===== config.mk =====
export PLATFORM = sky130hd
export DESIGN_NAME = ccr_top
export DESIGN_NICKNAME = d
export VERILOG_FILES = /design/src/verilog/ccr_pkg.sv /design/src/verilog/ccr_top.sv
export SDC_FILE = /design/constraint.sdc
export NUM_CORES = 1
export LEC_CHECK = 0
export BUFFER_PORTS_ARGS = -buffer_cell sky130_fd_sc_hd__buf_2
export CORE_UTILIZATION = 61
export DETAILED_ROUTE_END_ITERATION = 10
export PLACE_DENSITY = 0.8
export SLEW_MARGIN = 20
export SYNTH_ARGS = -nofsm -noshare
export SYNTH_HDL_FRONTEND = slang
export SYNTH_SLANG_ARGS = --single-unit

===== constraint.sdc =====
create_clock -name core_clk_i -period 4.2 [get_ports core_clk_i]
set_clock_uncertainty 0.15 [all_clocks]
set_input_delay 0.21 -clock core_clk_i [delete_from_list [all_inputs] [get_ports core_clk_i]]
set_output_delay 0.21 -clock core_clk_i [all_outputs]
set_load 0.05 [all_outputs]

===== src/verilog/ccr_pkg.sv =====
// Shared constants, types and field positions of the codec control register set.
package ccr_pkg;

  // Register numbers carried in the low nibble of the command byte.
  localparam logic [3:0] REG_FMT   = 4'h0;
  localparam logic [3:0] REG_PATH  = 4'h1;
  localparam logic [3:0] REG_RXA   = 4'h2;
  localparam logic [3:0] REG_TXA   = 4'h3;
  localparam logic [3:0] REG_TONE1 = 4'h8;
  localparam logic [3:0] REG_TONE2 = 4'h9;
  localparam logic [3:0] REG_REM   = 4'ha;
  localparam logic [3:0] REG_BUZ   = 4'hb;

  // Command byte layout.
  localparam int CMD_RD_BIT = 7;

  // Field positions.
  localparam int FMT_LOOP   = 0;
  localparam int FMT_SEVEN  = 1;
  localparam int FMT_GAP    = 2;
  localparam int FMT_COMP   = 5;
  localparam int PATH_TS    = 1;
  localparam int PATH_HTX   = 3;
  localparam int PATH_HRX   = 4;
  localparam int PATH_LATCH = 5;
  localparam int PATH_TLO   = 6;
  localparam int PATH_THI   = 7;
  localparam int REM_FLAG   = 4;
  localparam int REM_INV    = 5;
  localparam int REM_LATCH  = 6;
  localparam int REM_EN     = 7;
  localparam int BUZ_POL    = 6;
  localparam int BUZ_ON     = 7;

  // Reset values.
  localparam logic [7:0] RST_REG = 8'h00;

  // Slot geometry in bit times.
  localparam logic [6:0] SLOT_LEN_COMP = 7'h08;
  localparam logic [6:0] SLOT_LEN_LIN  = 7'h10;
  localparam logic [6:0] SLOT_B2       = 7'h08;
  localparam logic [6:0] SLOT_GAP      = 7'h02;
  localparam logic [6:0] POS_IDLE      = 7'h7e;
  localparam logic [6:0] POS_PRE       = 7'h7f;

  // Debounce time of the remote-control input.
  localparam int DEBOUNCE_MS  = 50;
  localparam int CLK_KHZ      = 20000;
  localparam int DEBOUNCE_CYC = DEBOUNCE_MS * CLK_KHZ;

  typedef enum logic [1:0] {S_CMD, S_DATA, S_DONE} ccr_ser_e;

  typedef struct packed {
    logic [1:0] clk_div_sel;
    logic [1:0] law_sel;
    logic       companded_sel;
    logic       loopback_on;
    logic [1:0] tone_range;
    logic       tone_run;
    logic [7:0] tone_one;
    logic [7:0] tone_two;
  } ccr_cfg_s;

endpackage


===== src/verilog/ccr_top.sv =====
// Control register set with serial command port, PCM slot engine, remote and buzzer.
`timescale 1ns/1ps
// Contract
// - Tone one word drives first tone frequency.
// - Tone two word drives second tone frequency.
// - Bit six picks transparent or latched indication.
// - Bit five inverts button indication output.
// - Detection sets flag; host write clears it.
// - Range bits pick standard, half, double; 11 forbidden.
// - Buzzer bit seven enables, else output low.
// - Bit six picks high or low duty.
// - Six-bit duty word sets PWM width.
// - Two bits select the input clock divider.
// - Without master clock only tone and buzzer.
// - Law bits pick companding law or linear code.
// - Bit five picks linear or companded coding.
// - Gap bit separates B channels by two.
// - Seven-bit mode drops and floats the LSB.
// - Loopback returns received slot, mutes, no coding.
// - Timing bits pick delayed, normal, reverse framing.
// - Latch pin drives inverse of its bit.
// - Host receive access feeds decoder, reads capture.
// - Host transmit access replaces encoder output.
// - PCM words travel most significant bit first.
module ccr_top
  import ccr_pkg::*;
#(
  parameter int DEB_CYC = DEBOUNCE_CYC
)(
  // Clock, reset, enable
  input  wire logic        core_clk_i,
  input  wire logic        sys_rst_i,
  input  wire logic        ce_i,
  // Serial control port
  input  wire logic        ctl_cs_n_i,
  input  wire logic        ctl_sclk_i,
  input  wire logic        ctl_sdi_i,
  output logic             ctl_sdo_o,
  output logic             ctl_sdo_oe_n_o,
  // Clock presence
  input  wire logic        mclk_present_i,
  input  wire logic        aux_clk_in_i,
  // PCM link
  input  wire logic        pcm_bclk_i,
  input  wire logic        pcm_fs_i,
  input  wire logic        pcm_rx_in_i,
  output logic             pcm_tx_out_o,
  output logic             pcm_tx_oe_n_o,
  // Codec core
  input  wire logic [15:0] enc_word_i,
  output logic      [15:0] dec_word_o,
  output logic             dec_valid_o,
  output logic             mute_o,
  output ccr_cfg_s         cfg_o,
  // Phone functions
  input  wire logic        remote_in_n_i,
  output logic             remote_out_o,
  output logic             buzzer_o,
  output logic             latch_out_pin_o
);

  ////////////////////////////////////////////////////////////////////////////
  logic [7:0]  fmt;
  logic [7:0]  path;
  logic [7:0]  rxa;
  logic [7:0]  txa;
  logic [7:0]  tone1;
  logic [7:0]  tone2;
  logic [7:0]  rem;
  logic [7:0]  buz;
  logic [15:0] rx_last;
  ccr_ser_e    st;
  logic        sclk_q;
  logic [2:0]  bit_cnt;
  logic [7:0]  sh;
  logic [7:0]  cmd;
  logic [7:0]  rd_sh;
  logic [7:0]  rd_data;
  logic        wr_stb;
  logic [3:0]  wr_addr;
  logic [7:0]  wr_data;
  logic        s_rise;
  logic        s_fall;
  logic [7:0]  new_cmd;

  assign s_rise  = ctl_sclk_i & ~sclk_q;
  assign s_fall  = ~ctl_sclk_i & sclk_q;
  assign new_cmd = {sh[6:0], ctl_sdi_i};

  // Read mux; the receive access register reads back the captured PCM byte.
  always_comb
  begin
    case (new_cmd[3:0])
      REG_FMT:   rd_data = fmt;
      REG_PATH:  rd_data = path;
      REG_RXA:   rd_data = rx_last[15:8];
      REG_TONE1: rd_data = tone1;
      REG_TONE2: rd_data = tone2;
      REG_REM:   rd_data = rem;
      REG_BUZ:   rd_data = buz;
      default:   rd_data = 8'h00;
    endcase
  end

  ////////////////////////////////////////////////////////////////////////////
  // Two-byte serial instruction: command byte, then data byte.
  always_ff @(posedge core_clk_i)
  begin
    if (sys_rst_i)
    begin
      st             <= S_CMD;
      sclk_q         <= 1'b0;
      bit_cnt        <= 3'h0;
      sh             <= 8'h00;
      cmd            <= 8'h00;
      rd_sh          <= 8'h00;
      wr_stb         <= 1'b0;
      wr_addr        <= 4'h0;
      wr_data        <= 8'h00;
      ctl_sdo_o      <= 1'b0;
      ctl_sdo_oe_n_o <= 1'b1;
    end
    else if (ce_i)
    begin
      sclk_q <= ctl_sclk_i;
      wr_stb <= 1'b0;
      if (ctl_cs_n_i)
      begin
        st             <= S_CMD;
        bit_cnt        <= 3'h0;
        ctl_sdo_oe_n_o <= 1'b1;
      end
      else
      begin
        case (st)
          S_CMD:
          begin
            if (s_rise)
            begin
              sh      <= new_cmd;
              bit_cnt <= bit_cnt + 3'h1;
              if (bit_cnt == 3'h7)
              begin
                cmd   <= new_cmd;
                rd_sh <= rd_data;
                st    <= S_DATA;
              end
            end
          end
          S_DATA:
          begin
            if (s_fall && cmd[CMD_RD_BIT])
            begin
              ctl_sdo_o      <= rd_sh[7];
              rd_sh          <= {rd_sh[6:0], 1'b0};
              ctl_sdo_oe_n_o <= 1'b0;
            end
            if (s_rise)
            begin
              sh      <= new_cmd;
              bit_cnt <= bit_cnt + 3'h1;
              if (bit_cnt == 3'h7)
              begin
                st      <= S_DONE;
                wr_stb  <= ~cmd[CMD_RD_BIT];
                wr_addr <= cmd[3:0];
                wr_data <= new_cmd;
              end
            end
          end
          S_DONE:  st <= S_DONE;
          default: st <= S_CMD;
        endcase
      end
    end
  end

  ////////////////////////////////////////////////////////////////////////////
  // Plain control registers.
  always_ff @(posedge core_clk_i)
  begin
    if (sys_rst_i)
    begin
      fmt             <= RST_REG;
      path            <= RST_REG;
      rxa             <= RST_REG;
      txa             <= RST_REG;
      tone1           <= RST_REG;
      tone2           <= RST_REG;
      buz             <= RST_REG;
      latch_out_pin_o <= 1'b1;
    end
    else if (ce_i && wr_stb)
    begin
      case (wr_addr)
        REG_FMT:   fmt   <= wr_data;
        REG_PATH:
        begin
          path            <= wr_data;
          latch_out_pin_o <= ~wr_data[PATH_LATCH];
        end
        REG_RXA:   rxa   <= wr_data;
        REG_TXA:   txa   <= wr_data;
        REG_TONE1: tone1 <= wr_data;
        REG_TONE2: tone2 <= wr_data;
        REG_BUZ:   buz   <= wr_data;
        default:   fmt   <= fmt;
      endcase
    end
  end

  chk_latch_pin_inv: assert property (@(posedge core_clk_i) disable iff (sys_rst_i)
    (ce_i && wr_stb && wr_addr == REG_PATH) |=>
      (latch_out_pin_o == !$past(wr_data[PATH_LATCH])))
    else $error("latch pin does not show the inverse of its bit");

  ////////////////////////////////////////////////////////////////////////////
  // Configuration to the analog and tone core. Tone runs on either clock.
  always_ff @(posedge core_clk_i)
  begin
    if (sys_rst_i)
      cfg_o <= '0;
    else if (ce_i)
    begin
      cfg_o.clk_div_sel   <= fmt[7:6];
      cfg_o.law_sel       <= fmt[4:3];
      cfg_o.companded_sel <= fmt[FMT_COMP];
      cfg_o.loopback_on   <= fmt[FMT_LOOP];
      cfg_o.tone_range    <= rem[1:0];
      cfg_o.tone_run      <= mclk_present_i | aux_clk_in_i;
      cfg_o.tone_one      <= tone1;
      cfg_o.tone_two      <= tone2;
    end
  end

  ////////////////////////////////////////////////////////////////////////////
  // Remote-control button detection with debounce.
  logic [31:0] deb_cnt;
  logic        pressed;
  logic        rem_evt;

  assign rem_evt = (deb_cnt == 32'(DEB_CYC - 1)) && !remote_in_n_i && !pressed && rem[REM_EN];

  always_ff @(posedge core_clk_i)
  begin
    if (sys_rst_i)
    begin
      deb_cnt <= 32'h0;
      pressed <= 1'b0;
    end
    else if (ce_i)
    begin
      if ((!remote_in_n_i) == pressed)
        deb_cnt <= 32'h0;
      else if (deb_cnt == 32'(DEB_CYC - 1))
      begin
        deb_cnt <= 32'h0;
        pressed <= !remote_in_n_i;
      end
      else
        deb_cnt <= deb_cnt + 32'h1;
    end
  end

  // A detection in the write cycle wins over the host's clear.
  always_ff @(posedge core_clk_i)
  begin
    if (sys_rst_i)
      rem <= RST_REG;
    else if (ce_i)
    begin
      if (wr_stb && wr_addr == REG_REM)
        rem <= {wr_data[7:5], wr_data[REM_FLAG] & rem[REM_FLAG], wr_data[3:0]};
      if (rem_evt)
        rem[REM_FLAG] <= 1'b1;
    end
  end

  chk_rem_flag_set: assert property (@(posedge core_clk_i) disable iff (sys_rst_i)
    (ce_i && rem_evt) |=> rem[REM_FLAG])
    else $error("detection did not set the flag");

  always_ff @(posedge core_clk_i)
  begin
    if (sys_rst_i)
      remote_out_o <= 1'b0;
    else if (ce_i)
      remote_out_o <= (rem[REM_LATCH] ? rem[REM_FLAG] : pressed) ^ rem[REM_INV];
  end

  ////////////////////////////////////////////////////////////////////////////
  // Buzzer PWM; the duty word names the high or the low part of the period.
  logic [5:0] pwm_cnt;
  logic       buz_ok;

  assign buz_ok = buz[BUZ_ON] & (mclk_present_i | aux_clk_in_i);

  always_ff @(posedge core_clk_i)
  begin
    if (sys_rst_i)
    begin
      pwm_cnt  <= 6'h00;
      buzzer_o <= 1'b0;
    end
    else if (ce_i)
    begin
      pwm_cnt  <= pwm_cnt + 6'h01;
      buzzer_o <= buz_ok & ((pwm_cnt < buz[5:0]) ^ buz[BUZ_POL]);
    end
  end

  chk_buz_off_low: assert property (@(posedge core_clk_i) disable iff (sys_rst_i)
    (ce_i && !buz[BUZ_ON]) |=> !buzzer_o)
    else $error("buzzer active while disabled");

  chk_buz_duty_hi: assert property (@(posedge core_clk_i) disable iff (sys_rst_i)
    (ce_i && buz_ok && !buz[BUZ_POL] && pwm_cnt < buz[5:0]) |=> buzzer_o)
    else $error("buzzer low inside high part of duty");

  ////////////////////////////////////////////////////////////////////////////
  // PCM slot engine. Bit clock and frame sync are sampled by the core clock,
  // so the core clock must run well above the bit clock.
  logic        bclk_q;
  logic        fs_prev;
  logic [6:0]  pos;
  logic [6:0]  next_pos;
  logic [6:0]  s_start;
  logic [6:0]  s_len;
  logic [15:0] tx_sh;
  logic [15:0] rx_sh;
  logic [15:0] rx_new;
  logic [15:0] tx_word;
  logic        comp;
  logic        delayed;
  logic        rev;
  logic        drv_edge;
  logic        smp_edge;
  logic        f_start;
  logic        nxt_in;
  logic        cur_in;
  logic        lsb_fl;

  assign comp     = fmt[FMT_COMP];
  assign delayed  = ~path[PATH_THI];
  assign rev      = path[PATH_THI] & path[PATH_TLO];
  assign drv_edge = rev ? (~pcm_bclk_i & bclk_q) : (pcm_bclk_i & ~bclk_q);
  assign smp_edge = rev ? (pcm_bclk_i & ~bclk_q) : (~pcm_bclk_i & bclk_q);
  assign f_start  = drv_edge & pcm_fs_i & ~fs_prev;
  assign s_len    = comp ? SLOT_LEN_COMP : SLOT_LEN_LIN;
  // The B2 channel starts right after B1 or two bit times later.
  assign s_start  = (comp && path[PATH_TS]) ? (SLOT_B2 + (fmt[FMT_GAP] ? SLOT_GAP : 7'h00))
                                            : 7'h00;
  assign next_pos = f_start ? (delayed ? POS_PRE : 7'h00)
                            : ((pos == POS_IDLE) ? pos : pos + 7'h01);
  assign nxt_in   = (next_pos >= s_start) && (next_pos < s_start + s_len);
  assign cur_in   = (pos >= s_start) && (pos < s_start + s_len);
  assign lsb_fl   = comp && fmt[FMT_SEVEN] && (next_pos == s_start + 7'h07);
  assign rx_new   = {rx_sh[14:0], pcm_rx_in_i};

  // Source of the transmitted word.
  always_comb
  begin
    if (fmt[FMT_LOOP])
      tx_word = rx_last;
    else if (comp && path[PATH_HTX])
      tx_word = {txa, 8'h00};
    else if (comp)
      tx_word = {enc_word_i[7:0], 8'h00};
    else
      tx_word = enc_word_i;
  end

  always_ff @(posedge core_clk_i)
  begin
    if (sys_rst_i)
    begin
      bclk_q        <= 1'b0;
      fs_prev       <= 1'b0;
      pos           <= POS_IDLE;
      tx_sh         <= 16'h0000;
      pcm_tx_out_o  <= 1'b0;
      pcm_tx_oe_n_o <= 1'b1;
    end
    else if (ce_i)
    begin
      bclk_q <= pcm_bclk_i;
      if (drv_edge)
      begin
        fs_prev <= pcm_fs_i;
        pos     <= next_pos;
        if (nxt_in && next_pos == s_start)
        begin
          pcm_tx_out_o <= tx_word[15];
          tx_sh        <= {tx_word[14:0], 1'b0};
        end
        else
        begin
          pcm_tx_out_o <= tx_sh[15];
          tx_sh        <= {tx_sh[14:0], 1'b0};
        end
        pcm_tx_oe_n_o <= ~(nxt_in & mclk_present_i & ~lsb_fl);
      end
    end
  end

  chk_tx_out_slot: assert property (@(posedge core_clk_i) disable iff (sys_rst_i)
    (ce_i && drv_edge && !nxt_in) |=> pcm_tx_oe_n_o)
    else $error("transmit driven outside its slot");

  chk_tx_lsb_float: assert property (@(posedge core_clk_i) disable iff (sys_rst_i)
    (ce_i && drv_edge && lsb_fl) |=> pcm_tx_oe_n_o)
    else $error("seven-bit mode drove the LSB");

  chk_host_tx_msb: assert property (@(posedge core_clk_i) disable iff (sys_rst_i)
    (ce_i && drv_edge && nxt_in && next_pos == s_start && comp && !fmt[FMT_LOOP]
     && path[PATH_HTX]) |=> (pcm_tx_out_o == $past(txa[7])))
    else $error("host transmit byte not sent MSB first");

  // Receive capture and delivery to the decoder.
  always_ff @(posedge core_clk_i)
  begin
    if (sys_rst_i)
    begin
      rx_sh       <= 16'h0000;
      rx_last     <= 16'h0000;
      dec_word_o  <= 16'h0000;
      dec_valid_o <= 1'b0;
      mute_o      <= 1'b0;
    end
    else if (ce_i)
    begin
      dec_valid_o <= 1'b0;
      mute_o      <= fmt[FMT_LOOP] | ~mclk_present_i;
      if (smp_edge && cur_in)
      begin
        rx_sh <= rx_new;
        if (pos == s_start + s_len - 7'h01)
        begin
          if (comp)
            rx_last <= {rx_new[7:1], rx_new[0] & ~fmt[FMT_SEVEN], 8'h00};
          else
            rx_last <= rx_new;
          if (!fmt[FMT_LOOP] && !(comp && path[PATH_HRX]) && mclk_present_i)
          begin
            dec_word_o  <= comp ? {8'h00, rx_new[7:1], rx_new[0] & ~fmt[FMT_SEVEN]}
                                : rx_new;
            dec_valid_o <= 1'b1;
          end
        end
      end
      if (f_start && comp && path[PATH_HRX] && !fmt[FMT_LOOP] && mclk_present_i)
      begin
        dec_word_o  <= {8'h00, rxa};
        dec_valid_o <= 1'b1;
      end
    end
  end

  chk_loop_no_dec: assert property (@(posedge core_clk_i) disable iff (sys_rst_i)
    (ce_i && fmt[FMT_LOOP]) |=> (!dec_valid_o && mute_o))
    else $error("loopback still decoding or unmuted");

endmodule

[Word level (Yosys, flattened, before mapping)]
Index checks and enable logic that the tools add are counted.
Word-level totals
  register bits after elaboration: 251
  input bits: 28
  logic and storage cells: 226
Cells by class
  add/subtract/negate cells: 8
  magnitude comparators: 5
  eq/ne operators: 29
  muxes and demuxes: 49
  bitwise operators: 30
  reductions and logical operators: 60
Operators with widths (number)
  $mux W16: 10
  $mux W32: 2
  $pmux W8 S7: 1
  $add A32 B1 Y32 const B: 1
  $eq A32 B20 Y1 const B: 1
  $eq A4 B4 Y1 const B: 8
  $mux W8: 3
  $reduce_and A2 Y1: 11
  $logic_and A1 B1 Y1: 21
  $mux W7: 3
  $reduce_bool A2 Y1: 9
  $mux W1: 16
  $pmux W8 S2: 1
  $mux W5: 3
  $reduce_and A5 Y1: 3
  $ge A7 B5 Y1: 2
  $lt A7 B7 Y1: 2
  $and A1 B1 Y1: 13
  $not A1 Y1: 13
  $eq A4 B2 Y1 const B: 3
  $mux W2: 6
  $ne A3 B3 Y1 const B: 4
  $reduce_and A3 Y1: 4
  $reduce_and A4 Y1: 3
  other kinds (27): 38

[Depth between registers and ports, before layout]
Gate-level depths: netlist of run 1.
  word-level depth: 11
  depth in mapped cells: 16
  mapped depth without buffers: 15

[Worst setup path before layout of run 1]
Ideal clock, no wire load.
  kind: register to register
  start point: register pos[0]
  end point: register pcm_tx_out_o
  library setup time: 122 ps
  arrival: 3049 ps
  data required time: 3928 ps
  path slack: 878 ps
  stages on the path, launching flop included: 17
  path buffers: 1
  clock period less this slack: 3322 ps
  path through: dfxtp_1 > inv_2 > ha_1 > nand2_1 > nor3_1 > a21oi_1 > a21o_1 > inv_1 > ha_1 > nand2_1 > or3_1 > a211oi_2 > a31oi_1 > nor3_1 > buf_2 > nor4b_1 > a311o_1
On the way
  word-level cells in the longest chain between the ends: 7
  elaborated cells on any way between the ends: 10
  those cells by class: 1 x add/sub; 2 x order compare; 2 x eq/ne; 3 x mux; 2 x reduce/logical
Ends and longest elaborated chain
  from (decl): line ccr_top.sv:325  | logic [6:0] pos;
  from (signal assigned): line ccr_top.sv:390  | pos <= next_pos;
  $add A7 B1 Y7 or $eq A7 B7 Y1 (tied branches): line ccr_top.sv:354  | : ((pos == POS_IDLE) ? pos : pos + 7'h01);
  $mux W7 *: line ccr_top.sv:354
  $mux W7 *: line ccr_top.sv:353  | assign next_pos = f_start ? (delayed ? POS_PRE : 7'h00)
  named net next_pos[3]: line ccr_top.sv:326  | logic [6:0] next_pos;
  $ge A7 B5 Y1 or $lt A7 B7 Y1 (tied branches): line ccr_top.sv:355  | assign nxt_in = (next_pos >= s_start) && (next_pos < s_start + s_len);
  $logic_and A1 B1 Y1: line ccr_top.sv:355
  $logic_and A1 B1 Y1 *: line ccr_top.sv:391  | if (nxt_in && next_pos == s_start)
  $mux W1 *: line ccr_top.sv:391
  to (signal assigned): line ccr_top.sv:393  | pcm_tx_out_o <= tx_word[15];
  to (signal assigned): line ccr_top.sv:398  | pcm_tx_out_o <= tx_sh[15];
  to (decl): line ccr_top.sv:47  | output logic pcm_tx_out_o,
Mark *: on every way through the listed nets, which the timed path passes. The rest lies on a longest branch.
A chain may end at the register's enable or synchronous reset.

[Final worst setup path of run 1]
  start point: register pos[0]
  end point: register tx_sh[2]
On the way
  word-level cells in the longest chain between the ends: 7
  elaborated cells on any way between the ends: 10
  those cells by class: 1 x add/sub; 2 x order compare; 2 x eq/ne; 3 x mux; 2 x reduce/logical
Ends and longest elaborated chain
  $add A7 B1 Y7 or $eq A7 B7 Y1 (tied branches): line ccr_top.sv:354
  $mux W7 *: line ccr_top.sv:354
  $mux W7 *: line ccr_top.sv:353
  named net next_pos[3]: line ccr_top.sv:326
  $ge A7 B5 Y1 or $lt A7 B7 Y1 (tied branches): line ccr_top.sv:355
  $logic_and A1 B1 Y1: line ccr_top.sv:355
  $logic_and A1 B1 Y1 *: line ccr_top.sv:391
  $mux W16 *: line ccr_top.sv:391
  to (signal assigned): line ccr_top.sv:394  | tx_sh <= {tx_word[14:0], 1'b0};
  to (signal assigned): line ccr_top.sv:399  | tx_sh <= {tx_sh[14:0], 1'b0};
  to (decl): line ccr_top.sv:329  | logic [15:0] tx_sh;
Marks and branches as above.

==> results.txt, run 1 <==
# rows - 50
die width - 140 um
worst r2r src - pos[0]
post-synth cell types - 79
post-synth top area share - 0.424
FF-to-FF path depth - 17
critical path fanouts, max - 10
Slew HR - 0.236
sequential power share - 0.492
Startpoint Class - flip-flop
die area - 0.0197 mm^2
Synth Register Bits - 247
synthesis warning total - 0
Req. time, crit path - 4420 ps
Net Sw Power - 1.07 mW
Placed Area - 0.0121 mm^2
reg-to-reg setup timing slack - 450 ps
Clock transition at path regs - 60 ps
CTS Hold Bufs - 12
peak supply drop - 0.000296 V
first-pass GRT wire length - 47.7 mm
1st-iter DRT viols - 749
Area Overhead vs Synth - 11.6%
syn nets - 1383
initial core utilization - 0.623
TritonCTS Buffers - 25
FMAX - 0.267 GHz
final setup vio count - 0
drc violations - 0
cell taking the most area after synthesis - dfxtp_1
critical path class - reg2reg
fin crit share - 0.893
syn avg cell area - 8.76 um^2
Setup TNS Final - 0 ps
layout cell share with drive strength beyond 1 - 0.125
Core Region - 0.0187 mm^2
largest net degree at the start of global routing - 91
CP Data Arrival Time - 3970 ps
DR pass1 iterations - 5
Root Driver - clkbuf_16
input/output buffers - 77
Max-Cap Viols - 0
power per cell area - 370 mW/mm^2
GP Congestion - 0.883
Total GRT Usage - 0.299
die height - 140 um
total gr overflow - 0
Hold Vio Cnt, Final - 0
Vias/cell - 6.12
top_reg_cell synth - dfxtp_1
outcome - complete, no violations
RSZ-0062 raised after global routing - false
worst hold path depth - 4
# clock sinks - 247
fillers - 1445
number of flops mapped to enable cells by yosys - 0
Hold/Removal Path Class - in2reg
CTS H-tree depth - 1
post-CTS sizing - 0
CTS tree - done
fin nets - 1417
post-DP HPWL - 19.6 mm
Post-Syn Area - 0.0117 mm^2
FF-to-FF End - tx_sh[2]
Post-DRT Antenna Nets - 0
fin area - 0.0130 mm^2
P_leak - 5.06 nW
Post-CTS Setup Bufs - 0
top cells by area, synth - dfxtp_1, mux2i_1, nor2_1, nand2_1, a21oi_1
crit path launch - pos[0]
vias in the first global route - 9197
Antenna Cells - 0
Hold EP - tx_sh[7]
Post-synth ARST share - 0
antenna violations before repair - 0
Sw Share - 0.223
worst hold start - enc_word_i[6]
internal power - 3.74 mW
clock share of power - 0.455
worst slew pin tran - 1150 ps
routed wire length - 29.4 mm
CP Capture Type - flip-flop
via count - 9888
Clock Latency Late Sink - 520 ps
Synth Instances - 1331
Avg WL per Cell - 18.2 um
Ports - 78
post-synthesis sequential area ratio - 0.424
clock tree buffer depth - 3
crit path time final - 3750 ps
max-slew violation count - 0
Gate power share - 0.053
==> state kept, by name, indices dropped and copies added, names as in the netlist, 4 cells and up <==
signal / flops
wr_data: 8
rem: 8
pwm_cnt: 6
sh: 7
tx_sh: 15
cmd: 5
rx_sh: 15
deb_cnt: 32
tone2: 8
tone1: 8
rx_last: 16
buz: 8
txa: 8
rd_sh: 8
cfg_o: 25
dec_word_o: 16
fmt: 8
pos: 7
path: 8
rxa: 8
wr_addr: 4
==> placed cells by master, fill, tap and decap left out, drive strengths merged, types with 24 or more instances in the layout <==
master  netlist  final
ha           24     24
nand3        43     43
dfxtp       247    247
nand2       121    121
nor2        228    228
a21oi        75     75
clkbuf       82     37
o21ai        39     39
inv          28     28
buf          19     96
a211oi       31     31
mux2i       154    154
==> final cells by class <==
type / instances / area [um^2] / area share
clock buffers: 37 / 721 / 0.0554
clock inverters: 6 / 82.6 / 0.00635
repair buffers: 108 / 657 / 0.0505
flip-flops and latches: 247 / 4940 / 0.380
inverters: 28 / 105 / 0.00808
well taps: 234 / 293 / 0.0225
multi-input cells: 955 / 6210 / 0.477
==> stage by stage <==
stage,std cells,hold WS [ps],utilization,setup slack (ps),power (mW)
after CTS,1615,6.56,0.696,461,4.85
after detailed placement,1560,300,0.646,494,2.66
after global routing,1615,49.8,0.696,179,4.98
final,1615,51.7,0.696,449,4.81
after global placement,1560,292,0.646,568,2.67
after floorplan,1331,196,-,878,2.60
==> routing by layer <==
metal  share of wire  track usage
met4           0.024       0.0937
met5               0            0
met3           0.061       0.0393
met1            0.45        0.415
met2            0.46        0.483
==> worst max-delay path by stage <==
stage	endpoint	slack, ps	cells past startpoint
2_1_floorplan	pcm_tx_out_o	880	16
3_3_place_gp	tx_sh[13]	570	17
3_5_place_dp	tx_sh[2]	490	17
4_1_cts	tx_sh[9]	460	17
5_1_grt	tx_sh[9]	180	17
6_report	tx_sh[2]	450	17
==> cell usage after synthesis, drive strengths merged, types with 3 or more instances <==
master  number
o311ai       3
a21o         5
a211oi      31
a221o        9
a31oi       15
nand4        7
nand2      121
buf         19
mux2         7
or2          3
nand2b      11
a211o        3
inv         28
nor2b       12
and3         9
nand3       43
a21oi       75
a22oi        6
mux2i      154
xor2         8
nor4         9
nand3b       4
a221oi       6
dfxtp      247
nor3b        8
o21ai       39
ha          24
nand4b       4
o211ai       5
mux4         4
nor4b        5
a311oi      16
clkbuf      82
and2         3
xnor2        6
o221ai      12
nor3        17
or3b        10
nor2       228
or3          4
==> worst max-delay path, cell delays in order (launching register included) <==
cell and delay, ps:
dfxtp_1 420, inv_2 80, ha_1 210, nand2_1 70, nor3_1 50, buf_4 150
a21oi_1 290, a21o_1 220, inv_1 80, ha_1 310, nand2_1 70, or3_1 360
a211oi_2 200, a31oi_1 180, buf_4 230, a221o_1 260, o221ai_1 180, a21oi_1 100
==> cells by family after synthesis <==
kind of cell,synth area share
other,0.000322
muxes,0.147
buffers and inverters,0.0444
DFF,0.424
and+or+nand+nor,0.201
xor gates and xnor gates,0.0105
AOI/OAI and AO/OA,0.147
adders and majority gates,0.0257
==> power groups by stage <==
stage                     registers [mW]  clock network (mW)  logic (mW)
final                               2.37                2.19       0.257
after global routing                2.37                2.33       0.281
after CTS                           2.37                2.23       0.255
after detailed placement            2.42                   0       0.245
after global placement              2.42                   0       0.247
after floorplan                     2.42                   0       0.176
Power figures use the tool's default switching activity.
==> inputs of run 2 (changes only) <==
Settings changed: CORE_UTILIZATION 61 to 55, PLACE_DENSITY 0.8 to default, PLACE_DENSITY_LB_ADDON from default to 0.3.
Clock period 4.2 ns to 3.4 ns, I/O delays scaled along.
==> run 2 against run 1 <==
Compared with the run above:
- non-clock buffer count is 32 higher
- cell count is 4.4% higher
- via count up 1.1%
- largest power group unchanged
- total power grew 27%
==> results.txt, run 2 (synthesis gave the netlist of run 1 again) <==
# rows - 52 (was 50)
FMAX - 0.297 GHz
Vias/cell - 5.93 (was 6.12)
outcome - complete, no violations (unchanged)
Slew HR - 0.261 (was 0.236)
CTS tree - done (unchanged)
CP max stage delay - 560 ps (was 420 ps)
critical path depth in cells - 16 (was 17)
Clock transition at path regs - 60 ps (about the same)
fin nets - 1450 (was 1417)
via count - 9999 (was 9888)
critical path fanouts, max - 5 (was 10)
Root Driver - clkbuf_16 (unchanged)
worst slew pin tran - 1110 ps (was 1150 ps)
Buf+Inv Stages, Crit Path - 4 (unchanged)
Final Util - 0.661 (was 0.696)
drc violations - 0 (unchanged)
fin crit share - 0.989
reg-to-reg setup timing slack - 50 ps (was 450 ps)
Ports - 78 (unchanged)
die area - 0.0218 mm^2 (was 0.0197 mm^2)
input/output buffers - 77 (unchanged)
die height - 148 um (was 140 um)
crit path time final - 3360 ps
peak supply drop - 0.000355 V (was 0.000296 V)
Max-Cap Viols - 0 (unchanged)
Core Region - 0.0205 mm^2 (was 0.0187 mm^2)
initial core utilization - 0.569 (was 0.623)
Post-DRT Antenna Nets - 0 (unchanged)
1st-iter DRT viols - 616 (was 749)
CTS H-tree depth - 1 (unchanged)
P_leak - 5.31 nW (was 5.06 nW)
most common cell after layout, fill and taps aside - dfxtp_1 (unchanged)
power per cell area - 453 mW/mm^2 (was 370 mW/mm^2)
Biggest register - deb_cnt (unchanged)
Clock Latency Late Sink - 550 ps (was 520 ps)
Critical Path Sink - tx_sh[7] (was tx_sh[2])
Hold Vio Cnt, Final - 0 (unchanged)
Largest register FFs - 32 (unchanged)
worst r2r src - pos[0] (unchanged)
Req. time, crit path - 3650 ps (was 4420 ps)
FF-to-FF path depth - 16 (was 17)
total chip power - 6.13 mW (was 4.81 mW)
crit path launch - pcm_bclk_i (was pos[0])
antenna violations before repair - 0 (unchanged)
biggest regs - deb_cnt (32), cfg_o (25) (unchanged)
critical path class - in2reg (was reg2reg)
FF-to-FF End - tx_sh[7] (was tx_sh[2])
Avg WL per Cell - 17.8 um (was 18.2 um)
final setup vio count - 0 (unchanged)
layout cell share with drive strength beyond 1 - 0.157 (was 0.125)
worst hold slack - 21.3 ps (was 51.7 ps)
Total GRT Usage - 0.271 (was 0.299)
max-slew violation count - 0 (unchanged)
CP Data Arrival Time - 3610 ps (was 3970 ps)
GP Congestion - 0.903 (was 0.883)
post-DP HPWL - 19.9 mm (was 19.6 mm)
CP delay by family, top - compound AO/OA/AOI/OAI gates (unchanged)
# clock sinks - 247 (unchanged)
largest net degree at the start of global routing - 115 (was 91)
Startpoint Class - primary input (was flip-flop)
total gr overflow - 0 (unchanged)
critical path cell sequence - dlygate4sd3_1 > buf_4 > nand2b_4 > mux2_4 > nor2_4 > a21o_1 > inv_1 > ha_1 > nand2_1 > or3_1 > a211oi_2 > a31oi_4 > buf_6 > a221o_1 > o221ai_2 > a21oi_1 (was inv_2 > ha_1 > nand2_1 > nor3_1 > buf_4 > a21oi_1 > a21o_1 > inv_1 > ha_1 > nand2_1 > or3_1 > a211oi_2 > a31oi_1 > buf_4 > a221o_1 > o221ai_1 > a21oi_1)
DR pass1 iterations - 5 (unchanged)
clock tree buffer depth - 3 (unchanged)
vias in the first global route - 9255 (was 9197)
Hold/Removal Path Class - in2reg (unchanged)
CP Capture Type - flip-flop (unchanged)
die width - 148 um (was 140 um)
routed wire length - 30.1 mm (was 29.4 mm)
Antenna Cells - 0 (unchanged)
TritonCTS Buffers - 26 (was 25)
most frequent cells in the layout - dfxtp_1, nor2_1, mux2i_1 (unchanged)
Area Overhead vs Synth - 16.2% (was 11.6%)
first-pass GRT wire length - 48.0 mm (was 47.7 mm)
CP max-delay cell - dlygate4sd3_1 (was dfxtp_1)
run 2: changes by cell type in the layout (fill, tap and decap cells not counted), sizes merged:
cell         change
clkbuf           -3
clkinvlp         +1
dlygate4sd3      +7
clkinv           +5
buf             +25
run 2: routing by layer:
layer	vias up	track usage	routed length (um)	part of all wire
met5	-	0	0	0
met1	4768	0.379	13800	0.46
met4	0	0.0845	808	0.027
li1	4857	-	-	-
met3	60	0.0340	1640	0.054
met2	314	0.435	13900	0.46
run 2: area by class of cell:
cell class,instances,area (um^2)
clock buffer,34,731
fill,1676,6950
clock inverter,12,140
inverter,28,105
sequential,247,4950
tap,270,338
multi-input combinational,955,6330
timing repair buffer,140,953
run 2: worst reg2reg max path, stage by stage, from the launching register on:
cell and delay (ps):
dfxtp_2 330, inv_2 60, ha_1 210, nand2_2 90, nor3_4 50, a21oi_2 140
a21o_1 150, inv_1 70, ha_1 310, nand2_1 70, or3_1 360, a211oi_2 310
a31oi_4 190, buf_6 180, a221o_1 300, o221ai_2 160, a21oi_1 80
run 2: worst min path at each step:
stage | cells past startpoint | start | slack, ps | end
2_1_floorplan | 2 | pcm_fs_i | 160 | fs_prev
3_3_place_gp | 3 | pcm_fs_i | 270 | fs_prev
3_5_place_dp | 3 | pcm_fs_i | 280 | fs_prev
4_1_cts | 4 | enc_word_i[5] | 3 | tx_sh[6]
5_1_grt | 4 | enc_word_i[6] | 50 | tx_sh[7]
6_report | 4 | enc_word_i[5] | 20 | tx_sh[6]
run 2: where the power goes:
| group | switching [mW] | internal, mW |
|---|---|---|
| clock | 1.17 | 1.67 |
| combinational | 0.236 | 0.135 |
| sequential | 0.0134 | 2.91 |
run 2: stage by stage:
| stage | setup slack (ps) | cell area (um^2) | instances | TNS, ps |
|---|---|---|---|---|
| 2_1_floorplan | 78.4 | 11700 | 1331 | 0 |
| 3_3_place_gp | 115 | 12300 | 1618 | 0 |
| 3_5_place_dp | 0.491 | 12300 | 1618 | 0 |
| 4_1_cts | 64.1 | 13400 | 1684 | 0 |
| 5_1_grt | -99.3 | 13500 | 1686 | -572 |
| 6_report | 36.6 | 13500 | 1686 | 0 |
run 2: repair_timing:
| action | in CTS | in global routing |
|---|---|---|
| gates cloned | 0 | 1 |
| pin swaps | 1 | 6 |
| hold endpoints to repair | 59 | 0 |
| gates resized for setup | 0 | 31 |
| endpoints found under the setup margin | 9 | 12 |
| hold buffers | 19 | 0 |
| buffers inserted | 1 | 1 |
==> inputs of run 3 (changes only) <==
Settings changed: CORE_ASPECT_RATIO from default to 0.8, CTS_CLUSTER_SIZE from default to 24.
==> run 3 against run 2 <==
Compared with the run above:
- die area about the same
- highest routed layer unchanged
- clock-buffer cell count increased by 3
- total power increased by 0.96%
- sequential share of layout area increased by 0.26 points
- cell count decreased by 0.42%
- fmax increased by 1.4%
- global-route usage increased by 1.7 points
==> results.txt, run 3 (synthesis gave the netlist of run 1 again) <==
die height - 132 um (was 148 um)
CP Data Arrival Time - 3580 ps (was 3610 ps)
1st-iter DRT viols - 1000 (was 616)
Placed Area - 0.0123 mm^2 (about the same)
via count - 10100 (was 9999)
antenna violations before repair - 0 (unchanged)
Hold Vio Cnt, Final - 0 (unchanged)
# clock sinks - 247 (unchanged)
placed cells - 1613 (was 1618)
critical path class - reg2reg (was in2reg)
CTS H-tree depth - 1 (unchanged)
Core Region - 0.0208 mm^2 (was 0.0205 mm^2)
Global Route met2 Usage - 0.421 (was 0.435)
Net Sw Power - 1.45 mW (was 1.42 mW)
# rows - 47 (was 52)
biggest regs - deb_cnt (32), cfg_o (25) (unchanged)
Max-Cap Viols - 0 (unchanged)
routed wire length - 31.6 mm (was 30.1 mm)
post-DP HPWL - 21.1 mm (was 19.9 mm)
Startpoint Class - flip-flop (was primary input)
CP delay by family, top - compound AO/OA/AOI/OAI gates (unchanged)
Buf+Inv Stages, Crit Path - 2 (was 4)
Clock transition at path regs - 60 ps (about the same)
Gate power share - 0.060 (about the same)
worst hold slack - 19.0 ps (was 21.3 ps)
total chip power - 6.19 mW (was 6.13 mW)
most frequent cells in the layout - dfxtp_1, nor2_1, mux2i_1 (unchanged)
outcome - complete, no violations (unchanged)
Total GRT Usage - 0.287 (was 0.271)
Hold/Removal Path Class - in2reg (unchanged)
most common cell after layout, fill and taps aside - dfxtp_1 (unchanged)
worst slew pin tran - 1080 ps (was 1110 ps)
Req. time, crit path - 3660 ps (was 3650 ps)
CTS tree - done (unchanged)
fin cells - 1679 (was 1686)
Slew HR - 0.282 (was 0.261)
clock tree buffer depth - 3 (unchanged)
fin crit share - 0.976 (was 0.989)
drc violations - 0 (unchanged)
Antenna Cells - 0 (unchanged)
die width - 165 um (was 148 um)
total gr overflow - 0 (unchanged)
GP Congestion - 0.898 (was 0.903)
CP Capture Type - flip-flop (unchanged)
TritonCTS Buffers - 26 (unchanged)
crit path time final - 3320 ps (was 3360 ps)
GR Util met3 - 0.0393 (was 0.0340)
CP max-delay cell - dfxtp_1 (was dlygate4sd3_1)
vias in the first global route - 9017 (was 9255)
P_leak - 5.25 nW (was 5.31 nW)
critical path cell sequence - nand2b_4 > mux2_4 > nor2_4 > buf_4 > a21o_1 > ha_1 > nand2_1 > or3_1 > a211oi_2 > a31oi_4 > buf_6 > a221o_1 > o221ai_2 > a21oi_1 (was dlygate4sd3_1 > buf_4 > nand2b_4 > mux2_4 > nor2_4 > a21o_1 > inv_1 > ha_1 > nand2_1 > or3_1 > a211oi_2 > a31oi_4 > buf_6 > a221o_1 > o221ai_2 > a21oi_1)
Vias/cell - 6.00 (was 5.93)
final setup vio count - 0 (unchanged)
Root Driver - clkbuf_16 (unchanged)
met1 Use GR - 0.444 (was 0.379)
FMAX - 0.301 GHz (was 0.297 GHz)
Post-DRT Antenna Nets - 0 (unchanged)
final setup margin - 82.0 ps (was 36.6 ps)
critical path fanouts, max - 5 (unchanged)
power per cell area - 460 mW/mm^2 (was 453 mW/mm^2)
sequential power share - 0.472 (was 0.476)
die area - 0.0218 mm^2 (about the same)
peak supply drop - 0.000330 V (was 0.000355 V)
fin nets - 1444 (was 1450)
busiest grt layer - met1 (was met2)
input/output buffers - 77 (unchanged)
CP max stage delay - 380 ps (was 560 ps)
Sw Share - 0.235 (was 0.232)
layout cell share with drive strength beyond 1 - 0.152 (was 0.157)
clock share of power - 0.467 (was 0.463)
DR pass1 iterations - 8 (was 5)
largest net degree at the start of global routing - 103 (was 115)
Ports - 78 (unchanged)
Clock Latency Late Sink - 540 ps (was 550 ps)
Post-Place Worst Slack - 106 ps (was 0.491 ps)
Largest register FFs - 32 (unchanged)
max-slew violation count - 0 (unchanged)
fin area - 0.0135 mm^2 (about the same)
Area Overhead vs Synth - 15.4% (was 16.2%)
Biggest register - deb_cnt (unchanged)
initial core utilization - 0.562 (was 0.569)
first-pass GRT wire length - 49.6 mm (was 48.0 mm)
reg-to-reg setup timing slack - 80 ps (was 50 ps)
internal power - 4.74 mW (was 4.71 mW)
Avg WL per Cell - 18.8 um (was 17.8 um)
run 3: cell types whose count changed in the layout (fill, tap and decap cells not counted), sizes merged:
cell / previous run / this run
buf: 121 / 117
clkbuf: 34 / 37
clkinv: 8 / 5
dlygate4sd3: 19 / 17
clkinvlp: 2 / 1
inv: 28 / 29
run 3: through the flow:
step	TNS, ps	utilization
after global routing	-337	0.648
after CTS	0	0.642
after floorplan	0	-
after detailed placement	0	0.591
after global placement	0	0.591
final	0	0.648
run 3: cell type report:
class / count / area [um^2]
Clock buffer: 37 / 752
Timing Repair Buffer: 134 / 872
Clock inverter: 9 / 130
Inverter: 28 / 105
Sequential cell: 247 / 4950
Tap cell: 269 / 337
Multi-Input combinational cell: 955 / 6310
Fill cell: 1718 / 7300
run 3: path summary, 6_finish.rpt:
| path | start | to | cells past startpoint |
|---|---|---|---|
| setup / recovery | bclk_q | tx_sh[2] | 14 |
| hold / removal | enc_word_i[2] | tx_sh[3] | 4 |
| setup reg to reg | bclk_q | tx_sh[2] | 14 |
| hold reg to reg | tx_sh[3] | tx_sh[3] | 2 |
run 3: power by group through the flow:
stage	Clock, mW	Combinational (mW)	Sequential [mW]
after floorplan	0	0.218	2.99
after global placement	0	0.338	2.99
after detailed placement	0	0.339	2.99
after CTS	2.93	0.357	2.92
after global routing	3.05	0.406	2.92
final	2.89	0.374	2.92
run 3: metal layers:
metal | vias to the layer above | wire length (um) | part of all wire
li1 | 4838 | - | -
met4 | 0 | 532 | 0.017
met3 | 54 | 2450 | 0.077
met2 | 397 | 13600 | 0.43
met5 | - | 0 | 0
met1 | 4783 | 15000 | 0.48
run 3: what timing repair did:
action | CTS | global route
hold endpoints to repair | 51 | 0
setup endpoints to repair | 0 | 17
setup buffers | 0 | 2
resized for setup | 0 | 24
hold buffers | 17 | 0
run 3: worst register-to-register path, delay by kind of cell (launching register included):
family | cells | cell delay, ps
AOI/OAI and AO/OA | 6 | 1170
adders and majority gates | 1 | 330
buffers and inverters | 2 | 320
DFF | 1 | 380
muxes | 1 | 200
and+or+nand+nor | 4 | 660
